==> config.mk <==
export PLATFORM = sky130hd
export DESIGN_NAME = instrument_status_event_regs
export DESIGN_NICKNAME = d
export VERILOG_FILES = /design/src/status_event_pkg.sv /design/src/event_group.sv /design/src/instrument_status_event_regs.sv
export SDC_FILE = /design/constraint.sdc
export NUM_CORES = 1
export LEC_CHECK = 0
export ABC_AREA = 1
export BUFFER_PORTS_ARGS = -buffer_cell sky130_fd_sc_hd__buf_2
export CAP_MARGIN = 20
export CELL_PAD_IN_SITES_DETAIL_PLACEMENT = 0
export CELL_PAD_IN_SITES_GLOBAL_PLACEMENT = 2
export CORE_UTILIZATION = 31
export DETAILED_ROUTE_END_ITERATION = 8
export PLACE_DENSITY_LB_ADDON = 0.1
export SKIP_CTS_REPAIR_TIMING = 1
export SLEW_MARGIN = 5
export SYNTH_ARGS = -nofsm -noshare
export SYNTH_HDL_FRONTEND = slang
export SYNTH_SLANG_ARGS = --single-unit
==> constraint.sdc <==
create_clock -name clk -period 1.85 [get_ports clk]
set_input_delay 0.555 -clock clk [delete_from_list [all_inputs] [get_ports clk]]
set_output_delay 0.555 -clock clk [all_outputs]
set_load 0.02 [all_outputs]
==> src/status_event_pkg.sv <==
// Purpose: shared constants for the status event register bank
// Assumes: 16-bit event and mask registers, register select by index
// Notes: bit positions follow the binary weight of each event
package status_event_pkg;
  localparam int REG_W = 16;
  // register select codes on the host command port
  localparam logic [2:0] SEL_ACQ_EVENT = 3'h0;
  localparam logic [2:0] SEL_SUSPECT_EVENT = 3'h1;
  localparam logic [2:0] SEL_SEQ_EVENT = 3'h2;
  localparam logic [2:0] SEL_ACQ_MASK = 3'h3;
  localparam logic [2:0] SEL_SUSPECT_MASK = 3'h4;
  localparam logic [2:0] SEL_SEQ_MASK = 3'h5;
  // acquisition event bit positions
  localparam int ACQ_OVER_BIT = 0;
  localparam int ACQ_LOW1_BIT = 1;
  localparam int ACQ_HIGH1_BIT = 2;
  localparam int ACQ_LOW2_BIT = 3;
  localparam int ACQ_HIGH2_BIT = 4;
  localparam int ACQ_READY_BIT = 5;
  localparam int ACQ_NONEMPTY_BIT = 7;
  localparam int ACQ_HALF_BIT = 8;
  localparam int ACQ_FULL_BIT = 9;
  localparam int ACQ_UNDER_BIT = 11;
  localparam int ACQ_FHIGH_BIT = 12;
  localparam int ACQ_FLOW_BIT = 13;
  localparam int ACQ_FILTER_BIT = 14;
  // suspect condition bit positions
  localparam int SUS_TEMP_BIT = 4;
  localparam int SUS_CAL_BIT = 8;
  localparam int SUS_WARN_BIT = 14;
  // sequencer state bit positions
  localparam int SEQ_MEAS_BIT = 4;
  localparam int SEQ_TRIG_BIT = 5;
  localparam int SEQ_IDLE_BIT = 10;
  // implemented bits per event register; others read zero
  localparam logic [15:0] ACQ_USED = 16'h7BBF;
  localparam logic [15:0] SUS_USED = 16'h4110;
  localparam logic [15:0] SEQ_USED = 16'h0430;
  // reset values
  localparam logic [15:0] EVENT_RST = 16'h0000;
  localparam logic [15:0] MASK_RST = 16'h0000;
endpackage

==> src/event_group.sv <==
// Purpose: one event register with its enable mask and summary output
// Assumes: conditions are synchronous to clk; clear pulse from the bus
// Notes: a set in the clearing cycle survives the read-clear
module event_group #(
  parameter logic [15:0] USED = 16'hFFFF
) (
  input wire logic clk,
  input wire logic rst,
  input wire logic [15:0] cond,
  input wire logic read_clear,
  input wire logic mask_we,
  input wire logic [15:0] mask_wdata,
  output logic [15:0] event_r,
  output logic [15:0] mask_r,
  output logic summary_r
);
  logic [15:0] set_now;

  // only assigned positions can ever latch
  assign set_now = cond & USED;

  // sticky latch; read clears but a same-cycle set wins
  always_ff @(posedge clk) begin
    if (rst) begin
      event_r <= status_event_pkg::EVENT_RST;
    end else if (read_clear) begin
      event_r <= set_now;
    end else begin
      event_r <= event_r | set_now;
    end
  end

  // whole-word mask write, value by binary weight
  always_ff @(posedge clk) begin
    if (rst) begin
      mask_r <= status_event_pkg::MASK_RST;
    end else if (mask_we) begin
      mask_r <= mask_wdata;
    end
  end

  // summary registered from the current event and mask, one edge behind them
  always_ff @(posedge clk) begin
    if (rst) begin
      summary_r <= 1'b0;
    end else begin
      summary_r <= |(event_r & mask_r & USED);
    end
  end

  sticky_hold_a: assert property (@(posedge clk) disable iff (rst)
    (!read_clear && !rst) ##1 1'b1 |-> ((event_r & $past(event_r)) ==
      $past(event_r)))
    else $error("event bit dropped without a read");
  unused_zero_a: assert property (@(posedge clk) disable iff (rst)
    (event_r & ~USED) == 16'h0000)
    else $error("unassigned event bit set");
  mask_block_a: assert property (@(posedge clk) disable iff (rst)
    ((event_r & mask_r & USED) == 16'h0000) |=> !summary_r)
    else $error("summary raised by masked event");
  mask_pass_a: assert property (@(posedge clk) disable iff (rst)
    ((event_r & mask_r) != 16'h0000) |=> summary_r)
    else $error("enabled event did not raise summary");
endmodule

==> src/instrument_status_event_regs.sv <==
// Purpose: three status event registers with enable masks and summaries
// Assumes: host command port: one-cycle read or write strobe with select
// Notes: conditions come from instrument logic on clk, no synchroniser
//
// Functional notes
// - reading an event register returns then clears it
// - value is unsigned, bit n weighs two to n
// - B0 flags result beyond range capability
// - B1-B4 flag low1, high1, low2, high2 limits
// - B5 flags each processed result
// - B7 flags two or more stored results
// - B8 half full, B9 full trace store
// - B11 flags result too small for range
// - B12 fundamental too high, B13 too low
// - B14 flags frequency outside weighting filter
// - suspect B4 flags invalid reference junction
// - suspect B8 holds until good recalibration
// - suspect B14 flags discarded command parameter
// - fault lamp lit while questionable event present
// - sequencer B4 while acquisition in progress
// - sequencer B5 while in device action stage
// - sequencer B10 while sequencer is idle
// - mask written as one weighted integer
// - cleared mask bit blocks the summary
// - set mask bit passes event to summary
// - masks read back last programmed value
module instrument_status_event_regs (
  input wire logic clk,
  input wire logic rst,
  // host command port
  input wire logic host_rd,
  input wire logic host_wr,
  input wire logic [2:0] host_sel,
  input wire logic [15:0] host_wdata,
  output logic [15:0] host_rdata_r,
  output logic host_rvalid_r,
  // acquisition conditions
  input wire logic result_over_range,
  input wire logic below_first_lower_bound,
  input wire logic above_first_upper_bound,
  input wire logic below_second_lower_bound,
  input wire logic above_second_upper_bound,
  input wire logic new_result_ready,
  input wire logic [15:0] trace_count,
  input wire logic [15:0] trace_capacity,
  input wire logic result_under_range,
  input wire logic fundamental_too_high,
  input wire logic fundamental_too_low,
  input wire logic weighting_filter_fault,
  // suspect conditions
  input wire logic junction_invalid,
  input wire logic cal_constant_bad,
  input wire logic recal_done,
  input wire logic param_discarded,
  // sequencer state
  input wire logic acquiring,
  input wire logic device_action,
  input wire logic seq_idle,
  // summaries and lamp
  output logic acq_summary_r,
  output logic suspect_summary_r,
  output logic seq_summary_r,
  output logic fault_lamp_r
);
  logic [15:0] acq_cond;
  logic [15:0] sus_cond;
  logic [15:0] seq_cond;
  logic [15:0] acq_event, sus_event, seq_event;
  logic [15:0] acq_mask, sus_mask, seq_mask;
  logic cal_bad_r;
  logic [16:0] half_cap;
  logic rd_acq, rd_sus, rd_seq;
  logic wr_acq_m, wr_sus_m, wr_seq_m;

  // bus decode: one-cycle strobes per register
  assign rd_acq = host_rd && host_sel == status_event_pkg::SEL_ACQ_EVENT;
  assign rd_sus = host_rd &&
    host_sel == status_event_pkg::SEL_SUSPECT_EVENT;
  assign rd_seq = host_rd && host_sel == status_event_pkg::SEL_SEQ_EVENT;
  assign wr_acq_m = host_wr && host_sel == status_event_pkg::SEL_ACQ_MASK;
  assign wr_sus_m = host_wr &&
    host_sel == status_event_pkg::SEL_SUSPECT_MASK;
  assign wr_seq_m = host_wr && host_sel == status_event_pkg::SEL_SEQ_MASK;

  // half capacity compared as count*2 >= capacity, avoids rounding
  assign half_cap = {trace_count, 1'b0};

  // acquisition condition vector, each bit at its weight
  always_comb begin
    acq_cond = 16'h0000;
    acq_cond[status_event_pkg::ACQ_OVER_BIT] = result_over_range;
    acq_cond[status_event_pkg::ACQ_LOW1_BIT] =
      below_first_lower_bound;
    acq_cond[status_event_pkg::ACQ_HIGH1_BIT] =
      above_first_upper_bound;
    acq_cond[status_event_pkg::ACQ_LOW2_BIT] =
      below_second_lower_bound;
    acq_cond[status_event_pkg::ACQ_HIGH2_BIT] =
      above_second_upper_bound;
    acq_cond[status_event_pkg::ACQ_READY_BIT] = new_result_ready;
    acq_cond[status_event_pkg::ACQ_NONEMPTY_BIT] =
      trace_count >= 16'h0002;
    acq_cond[status_event_pkg::ACQ_HALF_BIT] = trace_capacity != 16'h0000 &&
      half_cap >= {1'b0, trace_capacity};
    acq_cond[status_event_pkg::ACQ_FULL_BIT] = trace_capacity != 16'h0000 &&
      trace_count >= trace_capacity;
    acq_cond[status_event_pkg::ACQ_UNDER_BIT] = result_under_range;
    acq_cond[status_event_pkg::ACQ_FHIGH_BIT] =
      fundamental_too_high;
    acq_cond[status_event_pkg::ACQ_FLOW_BIT] = fundamental_too_low;
    acq_cond[status_event_pkg::ACQ_FILTER_BIT] =
      weighting_filter_fault;
  end

  // calibration fault is held as a condition until recalibration,
  // so a read-clear alone cannot hide a bad constant
  always_ff @(posedge clk) begin
    if (rst) begin
      cal_bad_r <= 1'b0;
    end else if (cal_constant_bad) begin
      cal_bad_r <= 1'b1;
    end else if (recal_done) begin
      cal_bad_r <= 1'b0;
    end
  end

  // suspect condition vector
  always_comb begin
    sus_cond = 16'h0000;
    sus_cond[status_event_pkg::SUS_TEMP_BIT] = junction_invalid;
    sus_cond[status_event_pkg::SUS_CAL_BIT] =
      cal_bad_r || cal_constant_bad;
    sus_cond[status_event_pkg::SUS_WARN_BIT] = param_discarded;
  end

  // sequencer condition vector
  always_comb begin
    seq_cond = 16'h0000;
    seq_cond[status_event_pkg::SEQ_MEAS_BIT] = acquiring;
    seq_cond[status_event_pkg::SEQ_TRIG_BIT] = device_action;
    seq_cond[status_event_pkg::SEQ_IDLE_BIT] = seq_idle;
  end

  event_group #(.USED(status_event_pkg::ACQ_USED)) acq_grp (
    .clk(clk),
    .rst(rst),
    .cond(acq_cond),
    .read_clear(rd_acq),
    .mask_we(wr_acq_m),
    .mask_wdata(host_wdata),
    .event_r(acq_event),
    .mask_r(acq_mask),
    .summary_r(acq_summary_r)
  );

  event_group #(.USED(status_event_pkg::SUS_USED)) sus_grp (
    .clk(clk),
    .rst(rst),
    .cond(sus_cond),
    .read_clear(rd_sus),
    .mask_we(wr_sus_m),
    .mask_wdata(host_wdata),
    .event_r(sus_event),
    .mask_r(sus_mask),
    .summary_r(suspect_summary_r)
  );

  event_group #(.USED(status_event_pkg::SEQ_USED)) seq_grp (
    .clk(clk),
    .rst(rst),
    .cond(seq_cond),
    .read_clear(rd_seq),
    .mask_we(wr_seq_m),
    .mask_wdata(host_wdata),
    .event_r(seq_event),
    .mask_r(seq_mask),
    .summary_r(seq_summary_r)
  );

  // read data: plain binary word, bit n carries 2**n
  always_ff @(posedge clk) begin
    if (rst) begin
      host_rdata_r <= 16'h0000;
      host_rvalid_r <= 1'b0;
    end else begin
      host_rvalid_r <= host_rd;
      if (host_rd) begin
        case (host_sel)
          status_event_pkg::SEL_ACQ_EVENT: host_rdata_r <= acq_event;
          status_event_pkg::SEL_SUSPECT_EVENT: host_rdata_r <= sus_event;
          status_event_pkg::SEL_SEQ_EVENT: host_rdata_r <= seq_event;
          status_event_pkg::SEL_ACQ_MASK: host_rdata_r <= acq_mask;
          status_event_pkg::SEL_SUSPECT_MASK: host_rdata_r <= sus_mask;
          status_event_pkg::SEL_SEQ_MASK: host_rdata_r <= seq_mask;
          default: host_rdata_r <= 16'h0000;
        endcase
      end
    end
  end

  // lamp tracks the latched suspect events, lags them by one edge
  always_ff @(posedge clk) begin
    if (rst) begin
      fault_lamp_r <= 1'b0;
    end else begin
      fault_lamp_r <= |sus_event;
    end
  end

  // read path: the answer lands one edge after the strobe and the read
  // clears; a condition high in that cycle still wins over the clear
  read_return_a: assert property (@(posedge clk) disable iff (rst)
    rd_acq |=> host_rvalid_r && host_rdata_r == $past(acq_event))
    else $error("event read did not return contents");
  read_clear_a: assert property (@(posedge clk) disable iff (rst)
    (rd_acq && acq_cond == 16'h0000) |=> acq_event == 16'h0000)
    else $error("event register not cleared by read");
  sus_read_a: assert property (@(posedge clk) disable iff (rst)
    rd_sus |=> host_rvalid_r && host_rdata_r == $past(sus_event))
    else $error("suspect read did not return contents");
  sus_clear_a: assert property (@(posedge clk) disable iff (rst)
    (rd_sus && sus_cond == 16'h0000) |=> sus_event == 16'h0000)
    else $error("suspect register not cleared by read");
  seq_read_a: assert property (@(posedge clk) disable iff (rst)
    rd_seq |=> host_rvalid_r && host_rdata_r == $past(seq_event))
    else $error("sequencer read did not return contents");
  seq_clear_a: assert property (@(posedge clk) disable iff (rst)
    (rd_seq && seq_cond == 16'h0000) |=> seq_event == 16'h0000)
    else $error("sequencer register not cleared by read");
  rvalid_pulse_a: assert property (@(posedge clk) disable iff (rst)
    ##1 host_rvalid_r == $past(host_rd))
    else $error("read valid is not a one-cycle answer");
  rdata_hold_a: assert property (@(posedge clk) disable iff (rst)
    !host_rd |=> $stable(host_rdata_r))
    else $error("read data changed without a read");
  spare_sel_a: assert property (@(posedge clk) disable iff (rst)
    (host_rd && host_sel > status_event_pkg::SEL_SEQ_MASK) |=>
      host_rdata_r == 16'h0000)
    else $error("spare select did not read zero");
  acq_unused_a: assert property (@(posedge clk) disable iff (rst)
    rd_acq |=> (host_rdata_r & ~status_event_pkg::ACQ_USED) == 16'h0000)
    else $error("unassigned acquisition bit read as set");
  seq_unused_a: assert property (@(posedge clk) disable iff (rst)
    rd_seq |=> (host_rdata_r & ~status_event_pkg::SEQ_USED) == 16'h0000)
    else $error("unassigned sequencer bit read as set");

  // each acquisition condition must reach its own bit at the next edge
  over_flag_a: assert property (@(posedge clk) disable iff (rst)
    result_over_range |=> acq_event[status_event_pkg::ACQ_OVER_BIT])
    else $error("overrange did not set bit 0");
  low1_flag_a: assert property (@(posedge clk) disable iff (rst)
    below_first_lower_bound |=> acq_event[status_event_pkg::ACQ_LOW1_BIT])
    else $error("first low limit did not set bit 1");
  high1_flag_a: assert property (@(posedge clk) disable iff (rst)
    above_first_upper_bound |=> acq_event[status_event_pkg::ACQ_HIGH1_BIT])
    else $error("first high limit did not set bit 2");
  low2_flag_a: assert property (@(posedge clk) disable iff (rst)
    below_second_lower_bound |=> acq_event[status_event_pkg::ACQ_LOW2_BIT])
    else $error("second low limit did not set bit 3");
  high2_flag_a: assert property (@(posedge clk) disable iff (rst)
    above_second_upper_bound |=> acq_event[status_event_pkg::ACQ_HIGH2_BIT])
    else $error("second high limit did not set bit 4");
  ready_flag_a: assert property (@(posedge clk) disable iff (rst)
    new_result_ready |=> acq_event[status_event_pkg::ACQ_READY_BIT])
    else $error("processed result did not set bit 5");
  half_flag_a: assert property (@(posedge clk) disable iff (rst)
    (trace_capacity != 16'h0000 &&
      2 * int'(trace_count) >= int'(trace_capacity)) |=>
      acq_event[status_event_pkg::ACQ_HALF_BIT])
    else $error("half store did not set bit 8");
  full_flag_a: assert property (@(posedge clk) disable iff (rst)
    (trace_capacity != 16'h0000 && trace_count >= trace_capacity) |=>
      acq_event[status_event_pkg::ACQ_FULL_BIT])
    else $error("full store did not set bit 9");
  avail_flag_a: assert property (@(posedge clk) disable iff (rst)
    (trace_count >= 16'h0002) |=>
      acq_event[status_event_pkg::ACQ_NONEMPTY_BIT])
    else $error("two stored results did not set bit 7");
  under_flag_a: assert property (@(posedge clk) disable iff (rst)
    result_under_range |=> acq_event[status_event_pkg::ACQ_UNDER_BIT])
    else $error("underrange did not set bit 11");
  fhigh_flag_a: assert property (@(posedge clk) disable iff (rst)
    fundamental_too_high |=> acq_event[status_event_pkg::ACQ_FHIGH_BIT])
    else $error("high fundamental did not set bit 12");
  flow_flag_a: assert property (@(posedge clk) disable iff (rst)
    fundamental_too_low |=> acq_event[status_event_pkg::ACQ_FLOW_BIT])
    else $error("low fundamental did not set bit 13");
  filter_flag_a: assert property (@(posedge clk) disable iff (rst)
    weighting_filter_fault |=> acq_event[status_event_pkg::ACQ_FILTER_BIT])
    else $error("filter fault did not set bit 14");

  // suspect events; the calibration fault outlives any read-clear
  temp_flag_a: assert property (@(posedge clk) disable iff (rst)
    junction_invalid |=> sus_event[status_event_pkg::SUS_TEMP_BIT])
    else $error("junction fault did not set bit 4");
  cal_flag_a: assert property (@(posedge clk) disable iff (rst)
    cal_constant_bad |=> cal_bad_r &&
      sus_event[status_event_pkg::SUS_CAL_BIT])
    else $error("bad constant did not set bit 8");
  warn_flag_a: assert property (@(posedge clk) disable iff (rst)
    param_discarded |=> sus_event[status_event_pkg::SUS_WARN_BIT])
    else $error("discarded parameter did not set bit 14");
  cal_hold_a: assert property (@(posedge clk) disable iff (rst)
    (cal_bad_r && !recal_done) |=> cal_bad_r ##0
      sus_cond[status_event_pkg::SUS_CAL_BIT])
    else $error("calibration flag dropped early");
  recal_clear_a: assert property (@(posedge clk) disable iff (rst)
    (recal_done && !cal_constant_bad) |=> !cal_bad_r)
    else $error("recalibration did not clear the fault");

  // sequencer events
  meas_flag_a: assert property (@(posedge clk) disable iff (rst)
    acquiring |=> seq_event[status_event_pkg::SEQ_MEAS_BIT])
    else $error("acquisition did not set bit 4");
  trig_flag_a: assert property (@(posedge clk) disable iff (rst)
    device_action |=> seq_event[status_event_pkg::SEQ_TRIG_BIT])
    else $error("device action did not set bit 5");
  idle_flag_a: assert property (@(posedge clk) disable iff (rst)
    seq_idle |=> seq_event[status_event_pkg::SEQ_IDLE_BIT])
    else $error("idle state did not set bit 10");

  // mask readback: a write, one quiet cycle, then a read of that mask
  mask_readback_a: assert property (@(posedge clk) disable iff (rst)
    wr_sus_m ##1 !host_wr ##1 (host_rd && !host_wr &&
      host_sel == status_event_pkg::SEL_SUSPECT_MASK) |=>
      host_rdata_r == $past(host_wdata, 3))
    else $error("mask readback mismatch");
  acq_readback_a: assert property (@(posedge clk) disable iff (rst)
    wr_acq_m ##1 !host_wr ##1 (host_rd && !host_wr &&
      host_sel == status_event_pkg::SEL_ACQ_MASK) |=>
      host_rdata_r == $past(host_wdata, 3))
    else $error("acquisition mask readback mismatch");
  seq_readback_a: assert property (@(posedge clk) disable iff (rst)
    wr_seq_m ##1 !host_wr ##1 (host_rd && !host_wr &&
      host_sel == status_event_pkg::SEL_SEQ_MASK) |=>
      host_rdata_r == $past(host_wdata, 3))
    else $error("sequencer mask readback mismatch");

  // lamp lags the latched suspect events by one edge
  lamp_follow_a: assert property (@(posedge clk) disable iff (rst)
    ##1 fault_lamp_r == (|$past(sus_event)))
    else $error("fault lamp does not follow events");
  lamp_lit_a: assert property (@(posedge clk) disable iff (rst)
    (sus_event != 16'h0000) |=> fault_lamp_r)
    else $error("fault lamp dark while event present");
endmodule

# Word level (Yosys, flattened, before mapping)
# Index checks and enable logic that the tools add are counted.
op_classes:
  n_bitwise: 6
  muxes: 6
  order_cmp: 3
  reduce_logical: 19
  n_eq_ne: 5
op_table:
  columns: ["op", "count"]
  rows:
  - ["$pmux 16 s6", 1]
  - ["$or 16x15->16", 2]
  - ["$and 15x15->15", 2]
  - ["$mux 15", 2]
  - ["$ge 17x16->1", 1]
  - ["$ge 16x16->1", 1]
  - ["$ge 16x2->1 const B", 1]
  - ["$or 16x11->16", 1]
  - ["$reduce_bool 16->1", 1]
  - ["$reduce_or 16->1", 1]
  - ["$reduce_or 13->1", 1]
  - ["$and 11x11->11", 1]
  - ["$mux 11", 1]
  - ["$logic_and 1x1->1", 8]
  - ["$eq 3x2->1 const B", 2]
  - ["$eq 3x3->1 const B", 2]
  - ["$reduce_or 2->1", 3]
  - ["$reduce_or 3->1", 2]
  - ["$eq 3x1->1 const B", 1]
  - ["$logic_not 3->1", 1]
  - ["$mux 1", 2]
  - ["$reduce_bool 2->1", 1]
  - ["$logic_or 1x1->1", 1]
totals:
  ff_bits: 118
  elab_cells: 55
  input_bits: 72

# Longest topological paths before layout
# Gate-level depths: netlist (run 1).
logic_depth:
  depth_word: 4
  ltp_mapped: 13

# Cells and area by module
# A second synthesis (run 1) with hierarchy kept.
hier_totals:
  cells_unflattened: 741
  hier_area_um2: 5161.2
modules_own_cells:
  columns: ["mod", "seq_area_each_um2", "area_each_um2", "cells_per_inst", "n_inst"]
  rows:
  - ["instrument_status_event_regs", 380.4, 2389.8, 396, 1]
  - ["event_group (seq_grp ...)", 400.4, 792.0, 100, 2]
  - ["event_group (acq_grp)", 600.6, 1187.4, 145, 1]

# Least setup slack after synthesis (run 1)
# OpenSTA, ideal clock, no wires.
synth_path:
  path_type: "input port to flip-flop"
  start: "in trace_capacity[11]"
  end: "reg acq_grp.event_r[9]"
  path_slack_ps: 309
  t_required_ps: 1779
  stages: 10
  arrival_ps: 1470
  cell_sequence: "inv_1 ha_1 nand2_1 inv_1 nand3_1 nor3_1 nand2_1 nand3_1 nand2_1 a21oi_1"
synth_via:
  elab_chain_len: 4
  elab_cells_between_ends: 5
  classes_between: "1 x order compare; 1 x mux; 1 x bitwise; 2 x reduce/logical"
synth_lines:
  columns: ["item", "line", "source"]
  rows:
  - ["start: declaration", "instrument_status_event_regs.sv:45", "input wire logic [15:0] trace_capacity,"]
  - ["$ge 16x16->1 / $reduce_bool 16->1 (equally long branches)", "instrument_status_event_regs.sv:106, instrument_status_event_regs.sv:105", null]
  - ["$logic_and 1x1->1 (*)", "instrument_status_event_regs.sv:105", "acq_cond[status_event_pkg::ACQ_FULL_BIT] = trace_capacity != 16'h0000 &&"]
  - ["$or 16x15->16", "event_group.sv:29", "event_r <= event_r | set_now;"]
  - ["$mux 15 (*)", "event_group.sv:26", "end else if (read_clear) begin"]
  - ["end signal: assignment", "event_group.sv:25", "event_r <= status_event_pkg::EVENT_RST;"]
  - ["end signal: assignment", "event_group.sv:27", "event_r <= set_now;"]
  - ["end signal: assignment", "event_group.sv:29", null]
  - ["end: declaration", "event_group.sv:13", "output logic [15:0] event_r,"]
# Mark *: on every way between the ends. The rest lies on a longest branch, timed or not.
# A chain may end at the register's enable or synchronous reset.

# Worst setup path in the final report (run 1)
# Ends and elaborated chain as after synthesis.

==> results_dict.tcl, run 1 <==
set metrics [dict create \
    finalSetupViolCount 0 \
    p_int_w 0.00331 \
    cts_htree_levels 3 \
    maxSlewViolCount 0 \
    num-fill-cells 1517 \
    holdCritPathClass "input pin to flip-flop" \
    fin_crit_sh_pct 83.2 \
    cp_slowest_cell "ha_1" \
    fmax_ghz 0.650 \
    path_delay_family "simple AND/OR/NAND/NOR gates" \
    ios 93 \
    drt_iter0_drc 255 \
    syn_area_mm2 0.00446 \
    rsz0062_at_grt "false" \
    stdcell_count 886 \
    final_nets 804 \
    synth_nets 707 \
    yosys.area.top_type_share_pct 39.9 \
    cellPowerDensity_mw_per_mm2 820 \
    status "finished clean" \
    die_w_um 122 \
    area_growth_pct 22.2 \
    p_comb_share_pct 13.2 \
    maxSlewHeadroom_pct 65.5 \
    skew_ns 0.00368 \
    hpwl_um 9630 \
    placed_cell_area_mm2 0.00516 \
    async_flop_share_pct 0 \
    synthFlopType "dfxtp_1" \
    cp.arrival_ns 1.81 \
    ys_top_cells_by_area "dfxtp_1 (40%), a21oi_1 (11%), nand2_1 (9.1%), ha_1 (8.7%), inv_1 (7.2%)" \
    cts_tree "built" \
    core_mm2 0.0139 \
    ant_nets 0 \
    timing.max_cap.violations 0 \
    place_congestion 0.756 \
    track_usage_pct 18.9 \
    dieArea_mm2 0.0149 \
    place_inst 870 \
    drcViolationCount 0 \
    root_buffer "clkbuf_16" \
    reg2reg_slack_ns 0.84 \
    cpPeakStageDelay_ns 0.30 \
    drive_above_1_share_pct 20.1 \
    antenna_found_initial 0 \
    clk_pin_slew_ns 0.06 \
    synth_cells 604 \
    cp_data_required_time_ns 2.12 \
    regArea_mm2 0.00178 \
    cp-start-kind "input pin" \
    insertion_delay_ns 0.34 \
    cp_max_fo 2 \
    tightest_slew_ns 0.513 \
    whs_ns 0.395 \
    worst_path_most_repeated_cell "nand2_1" \
    p_switching_w 0.00115 \
    p_leak_nw 2.46 \
    hold_viol_final 0 \
    seqPwrFrac_pct 45.9 \
    overflow 0 \
    cp-end-kind "flip-flop" \
    final_area_mm2 0.00545 \
    critPathKind "input pin to flip-flop" \
    cp.buffers_inverters 3 \
    cts_sinks 89 \
    grt_first_pass_wirelength_um 21100 \
    portBuffers 92 \
    synth_seq_cells 89 \
    antenna_cells 0 \
    yosysSeqAreaShare_pct 39.9 \
    rr_startpoint "acq_grp.event_r[2]" \
    cp_cell_sequence "buf_2 -> inv_1 -> ha_1 -> nand2_1 -> inv_1 -> nand3_1 -> nor3_1 -> nand2_1 -> nand3_1 -> nand2_1 -> a21oi_1" \
    worstHoldStart "recal_done" \
    yosys-top-cells-count "nand2_1 (108), a21oi_1 (94), dfxtp_1 (89)" \
    ir_drop_v 0.000417 \
    synth_most_common_cell "nand2_1" \
    synth_area_per_cell_um2 7.39 \
    synth-edff-count 0 \
    start_util_pct 32.0 \
    drt_wl_total_um 13200 \
    yosysTopAreaCell "dfxtp_1" \
    grt_max_degree 44 \
    total_power_w 0.00447 \
    switching_share_pct 25.8 \
    fin_crit_ns 1.54 \
    rows 43 \
    cts_buffer_depth 2 \
    yosys.cell_types.count 35 \
    wire_per_inst_um 14.9 \
    whs_endpoint "cal_bad_r" \
    timing.final.ws_setup_ns 0.312 \
    rr_endpoint "acq_grp.summary_r" \
    via_count 4209 \
    die_h_um 122 \
    dp_slack_ns -0.0756 \
    viasPerCell 4.75 \
    r2r_cells 4 \
    numCtsBuffers 9 \
    multi_input_area_mm2 0.00215 \
    hold_depth 2 \
    drtPass1Iterations 4 \
    power_frac_clock_pct 40.9 \
    grt_pass1_vias 4033 \
    yosys_warnings 0 \
]
==> flip-flops by register name, summed over array words and instances (netlist names) <==
name               count
seq_grp.summary_r      1
sus_grp.mask_r        16
host_rvalid_r          1
seq_grp.mask_r        16
acq_grp.event_r       13
fault_lamp_r           1
seq_grp.event_r        3
acq_grp.mask_r        16
host_rdata_r          16
acq_grp.summary_r      1
cal_bad_r              1
sus_grp.event_r        3
sus_grp.summary_r      1
==> routing by layer <==
metal / up-vias / part of all wire [%] / GRT usage [%]
li1: 2198 / - / -
met1: 1897 / 55 / 28.0
met2: 101 / 40 / 27.4
met3: 13 / 4.0 / 3.32
met4: 0 / 1.3 / 5.56
met5: - / 0 / 0
==> through the flow <==
step | util (%) | setup TNS [ns]
after floorplan | - | 0
after global placement | 37.0 | -0.0824
after detailed placement | 37.0 | -0.0756
after CTS | 39.1 | 0
after global routing | 39.1 | 0
final | 39.1 | 0
==> cells in the final DEF, fill, tap and decap left out, types with 2 or more instances in the layout <==
cell / instances
a21o_1: 2
a21oi_1: 94
buf_12: 3
buf_2: 92
buf_4: 19
clkbuf_1: 3
clkbuf_16: 9
clkinv_2: 2
dfxtp_1: 89
ha_1: 31
inv_1: 86
inv_2: 3
nand2_1: 108
nand3_1: 14
nand4_1: 5
nor2_1: 31
nor3_1: 6
nor4_1: 7
o21ai_0: 52
o21ai_1: 14
o21ai_2: 7
o22ai_1: 15
==> cell families (layout without fill, tap and decap cells) <==
group / after synthesis / in the layout / synth area share (%)
buffers and inverters: 118 / 220 / 11.8
AND/OR/NAND/NOR: 174 / 174 / 16.3
AO/OA/AOI/OAI: 192 / 192 / 23.3
flip-flops: 89 / 89 / 39.9
adder cells (fa/ha/maj): 31 / 31 / 8.69
==> worst max path at each step <==
stage	from	end	slack (ns)	cells past startpoint
after CTS	trace_capacity[11]	acq_grp.event_r[9]	0.28	11
after detailed placement	trace_capacity[11]	acq_grp.event_r[9]	-0.08	11
final	trace_capacity[11]	acq_grp.event_r[9]	0.31	11
after global routing	trace_capacity[11]	acq_grp.event_r[9]	0.13	11
after global placement	trace_capacity[11]	acq_grp.event_r[9]	-0.08	11
after floorplan	trace_capacity[11]	acq_grp.event_r[9]	0.31	10
==> cell type report <==
cell class,instances,share of cell area [%]
clock inverters,3,0.734
inverters,90,6.20
flip-flops and latches,89,32.7
clock buffers,13,4.59
multi-input cells,397,39.5
repair buffers,114,12.2
well taps,180,4.13
==> power by group through the flow <==
| stage | Combinational, W | Clock, W | Sequential, W |
|---|---|---|---|
| 4_1_cts | 0.000597 | 0.00188 | 0.00205 |
| 6_report | 0.000589 | 0.00183 | 0.00205 |
| 3_5_place_dp | 0.000594 | 0 | 0.00209 |
| 3_3_place_gp | 0.000587 | 0 | 0.00209 |
| 5_1_grt | 0.000678 | 0.00195 | 0.00206 |
| 2_1_floorplan | 0.000342 | 0 | 0.00209 |
(Power assumes the default switching activity.)
==> run 2, diff against run 1 <==
CORE_UTILIZATION = 28   (was 31)
clock period = 1.4 ns   (was 1.85 ns; I/O delays follow)
==> results_dict.tcl, run 2 (same netlist as run 1, synthesis figures left out) <==
set metrics [dict create \
    status "finished clean" \
    whs_ns 0.270 \
    dp_slack_ns -0.324 \
    place_congestion 0.766 \
    rows 45 \
    fmax_ghz 0.756 \
    cp_max_fo 3 \
    final_common_cell "nand2_1" \
    timing.max_cap.violations 0 \
    ios 93 \
    placed_cell_area_mm2 0.00541 \
    hold_viol_final 0 \
    p_leak_nw 2.62 \
    overflow 0 \
    grt_first_pass_wirelength_um 22100 \
    maxSlewViolCount 0 \
    cts_htree_levels 3 \
    grt_pass1_vias 4265 \
    worstHoldStart "recal_done" \
    cts_buffer_depth 2 \
    place_inst 930 \
    grt_max_degree 25 \
    drtPass1Iterations 4 \
    holdCritPathClass "input pin to flip-flop" \
    die_h_um 128 \
    reg2reg_slack_ns 0.34 \
    drive_above_1_share_pct 26.0 \
    antenna_found_initial 0 \
    antenna_cells 0 \
    drt_iter0_drc 199 \
    dieArea_mm2 0.0164 \
    drcViolationCount 0 \
    start_util_pct 29.0 \
    rr_startpoint "acq_grp.event_r[0]" \
    timing.final.ws_setup_ns 0.0777 \
    cellPowerDensity_mw_per_mm2 1090 \
    cts_tree "built" \
    hpwl_um 10600 \
    insertion_delay_ns 0.34 \
    cp-end-kind "flip-flop" \
    drt_wl_total_um 13600 \
    maxSlewHeadroom_pct 79.1 \
    r2r_cells 4 \
    fin_crit_sh_pct 94.4 \
    root_buffer "clkbuf_16" \
    track_usage_pct 17.5 \
    total_power_w 0.00639 \
    tightest_slew_ns 0.310 \
    numCtsBuffers 9 \
    final_nets 833 \
    cp-start-kind "input pin" \
    ant_nets 0 \
    fin_crit_ns 1.32 \
    final_area_mm2 0.00586 \
    portBuffers 92 \
    cp_data_required_time_ns 1.67 \
    finalSetupViolCount 0 \
    final_cell_mix "nand2_1 (106), a21oi_1 (92), buf_2 (91), dfxtp_1 (89), inv_1 (83)" \
    stdcell_count 946 \
    die_w_um 128 \
    rr_endpoint "acq_grp.summary_r" \
    cts_sinks 89 \
    viasPerCell 4.58 \
    ir_drop_v 0.000547 \
    wire_per_inst_um 14.4 \
    rsz0062_at_grt "true" \
    whs_endpoint "cal_bad_r" \
    area_growth_pct 31.4 \
    cp.arrival_ns 1.60 \
    num-fill-cells 1665 \
    via_count 4335 \
    clk_pin_slew_ns 0.06 \
    critPathKind "input pin to flip-flop" \
    hold_depth 2 \
    skew_ns 0.00407 \
    core_mm2 0.0154 \
]
run 2: area by class of cell:
class | instances | area [um^2] | area share, %
clock inverter | 5 | 103 | 1.75
clock buffer | 11 | 243 | 4.14
inverter | 90 | 338 | 5.76
timing repair buffer | 143 | 875 | 14.9
tap | 211 | 264 | 4.50
multi-input combinational | 397 | 2260 | 38.5
sequential | 89 | 1780 | 30.4
run 2: power breakdown:
group | switching, W | internal (W) | total [W]
clock | 0.00101 | 0.00179 | 0.00280
sequential | 0.0000638 | 0.00264 | 0.00271
combinational | 0.000510 | 0.000367 | 0.000877
total | 0.00159 | 0.00480 | 0.00639
run 2: critical path: stages:
cell	delay, ns
buf_2	0.13
ha_4	0.27
nand2_2	0.05
inv_2	0.06
nand3_2	0.09
nor3_4	0.24
nand2_1	0.08
nand3_1	0.08
nand2_1	0.05
a21oi_1	0.12
run 2: metal layers:
layer | share of wire (%) | track usage [%] | wire [um]
met2 | 42 | 26.1 | 5720
met5 | 0 | 0 | 0
met3 | 4.3 | 3.05 | 588
met1 | 53 | 26.0 | 7180
met4 | 0.77 | 3.74 | 105
run 2: stage by stage:
step,TNS [ns],utilization [%]
2_1_floorplan,0,-
3_3_place_gp,-8.70,35.2
3_5_place_dp,-9.60,35.2
4_1_cts,0,37.5
5_1_grt,-0.0211,38.1
6_report,0,38.1
run 2: worst max path at each step:
stage / start / cells past startpoint / to / slack (ns)
floorplan: trace_capacity[15] / 9 / acq_grp.event_r[9] / 0.007
global placement: trace_capacity[15] / 10 / acq_grp.event_r[9] / -0.34
detailed placement: trace_capacity[15] / 10 / acq_grp.event_r[9] / -0.32
finish: trace_count[11] / 10 / acq_grp.event_r[9] / 0.08
global route: trace_capacity[3] / 12 / acq_grp.event_r[9] / -0.02
CTS: trace_capacity[15] / 10 / acq_grp.event_r[9] / 0.03
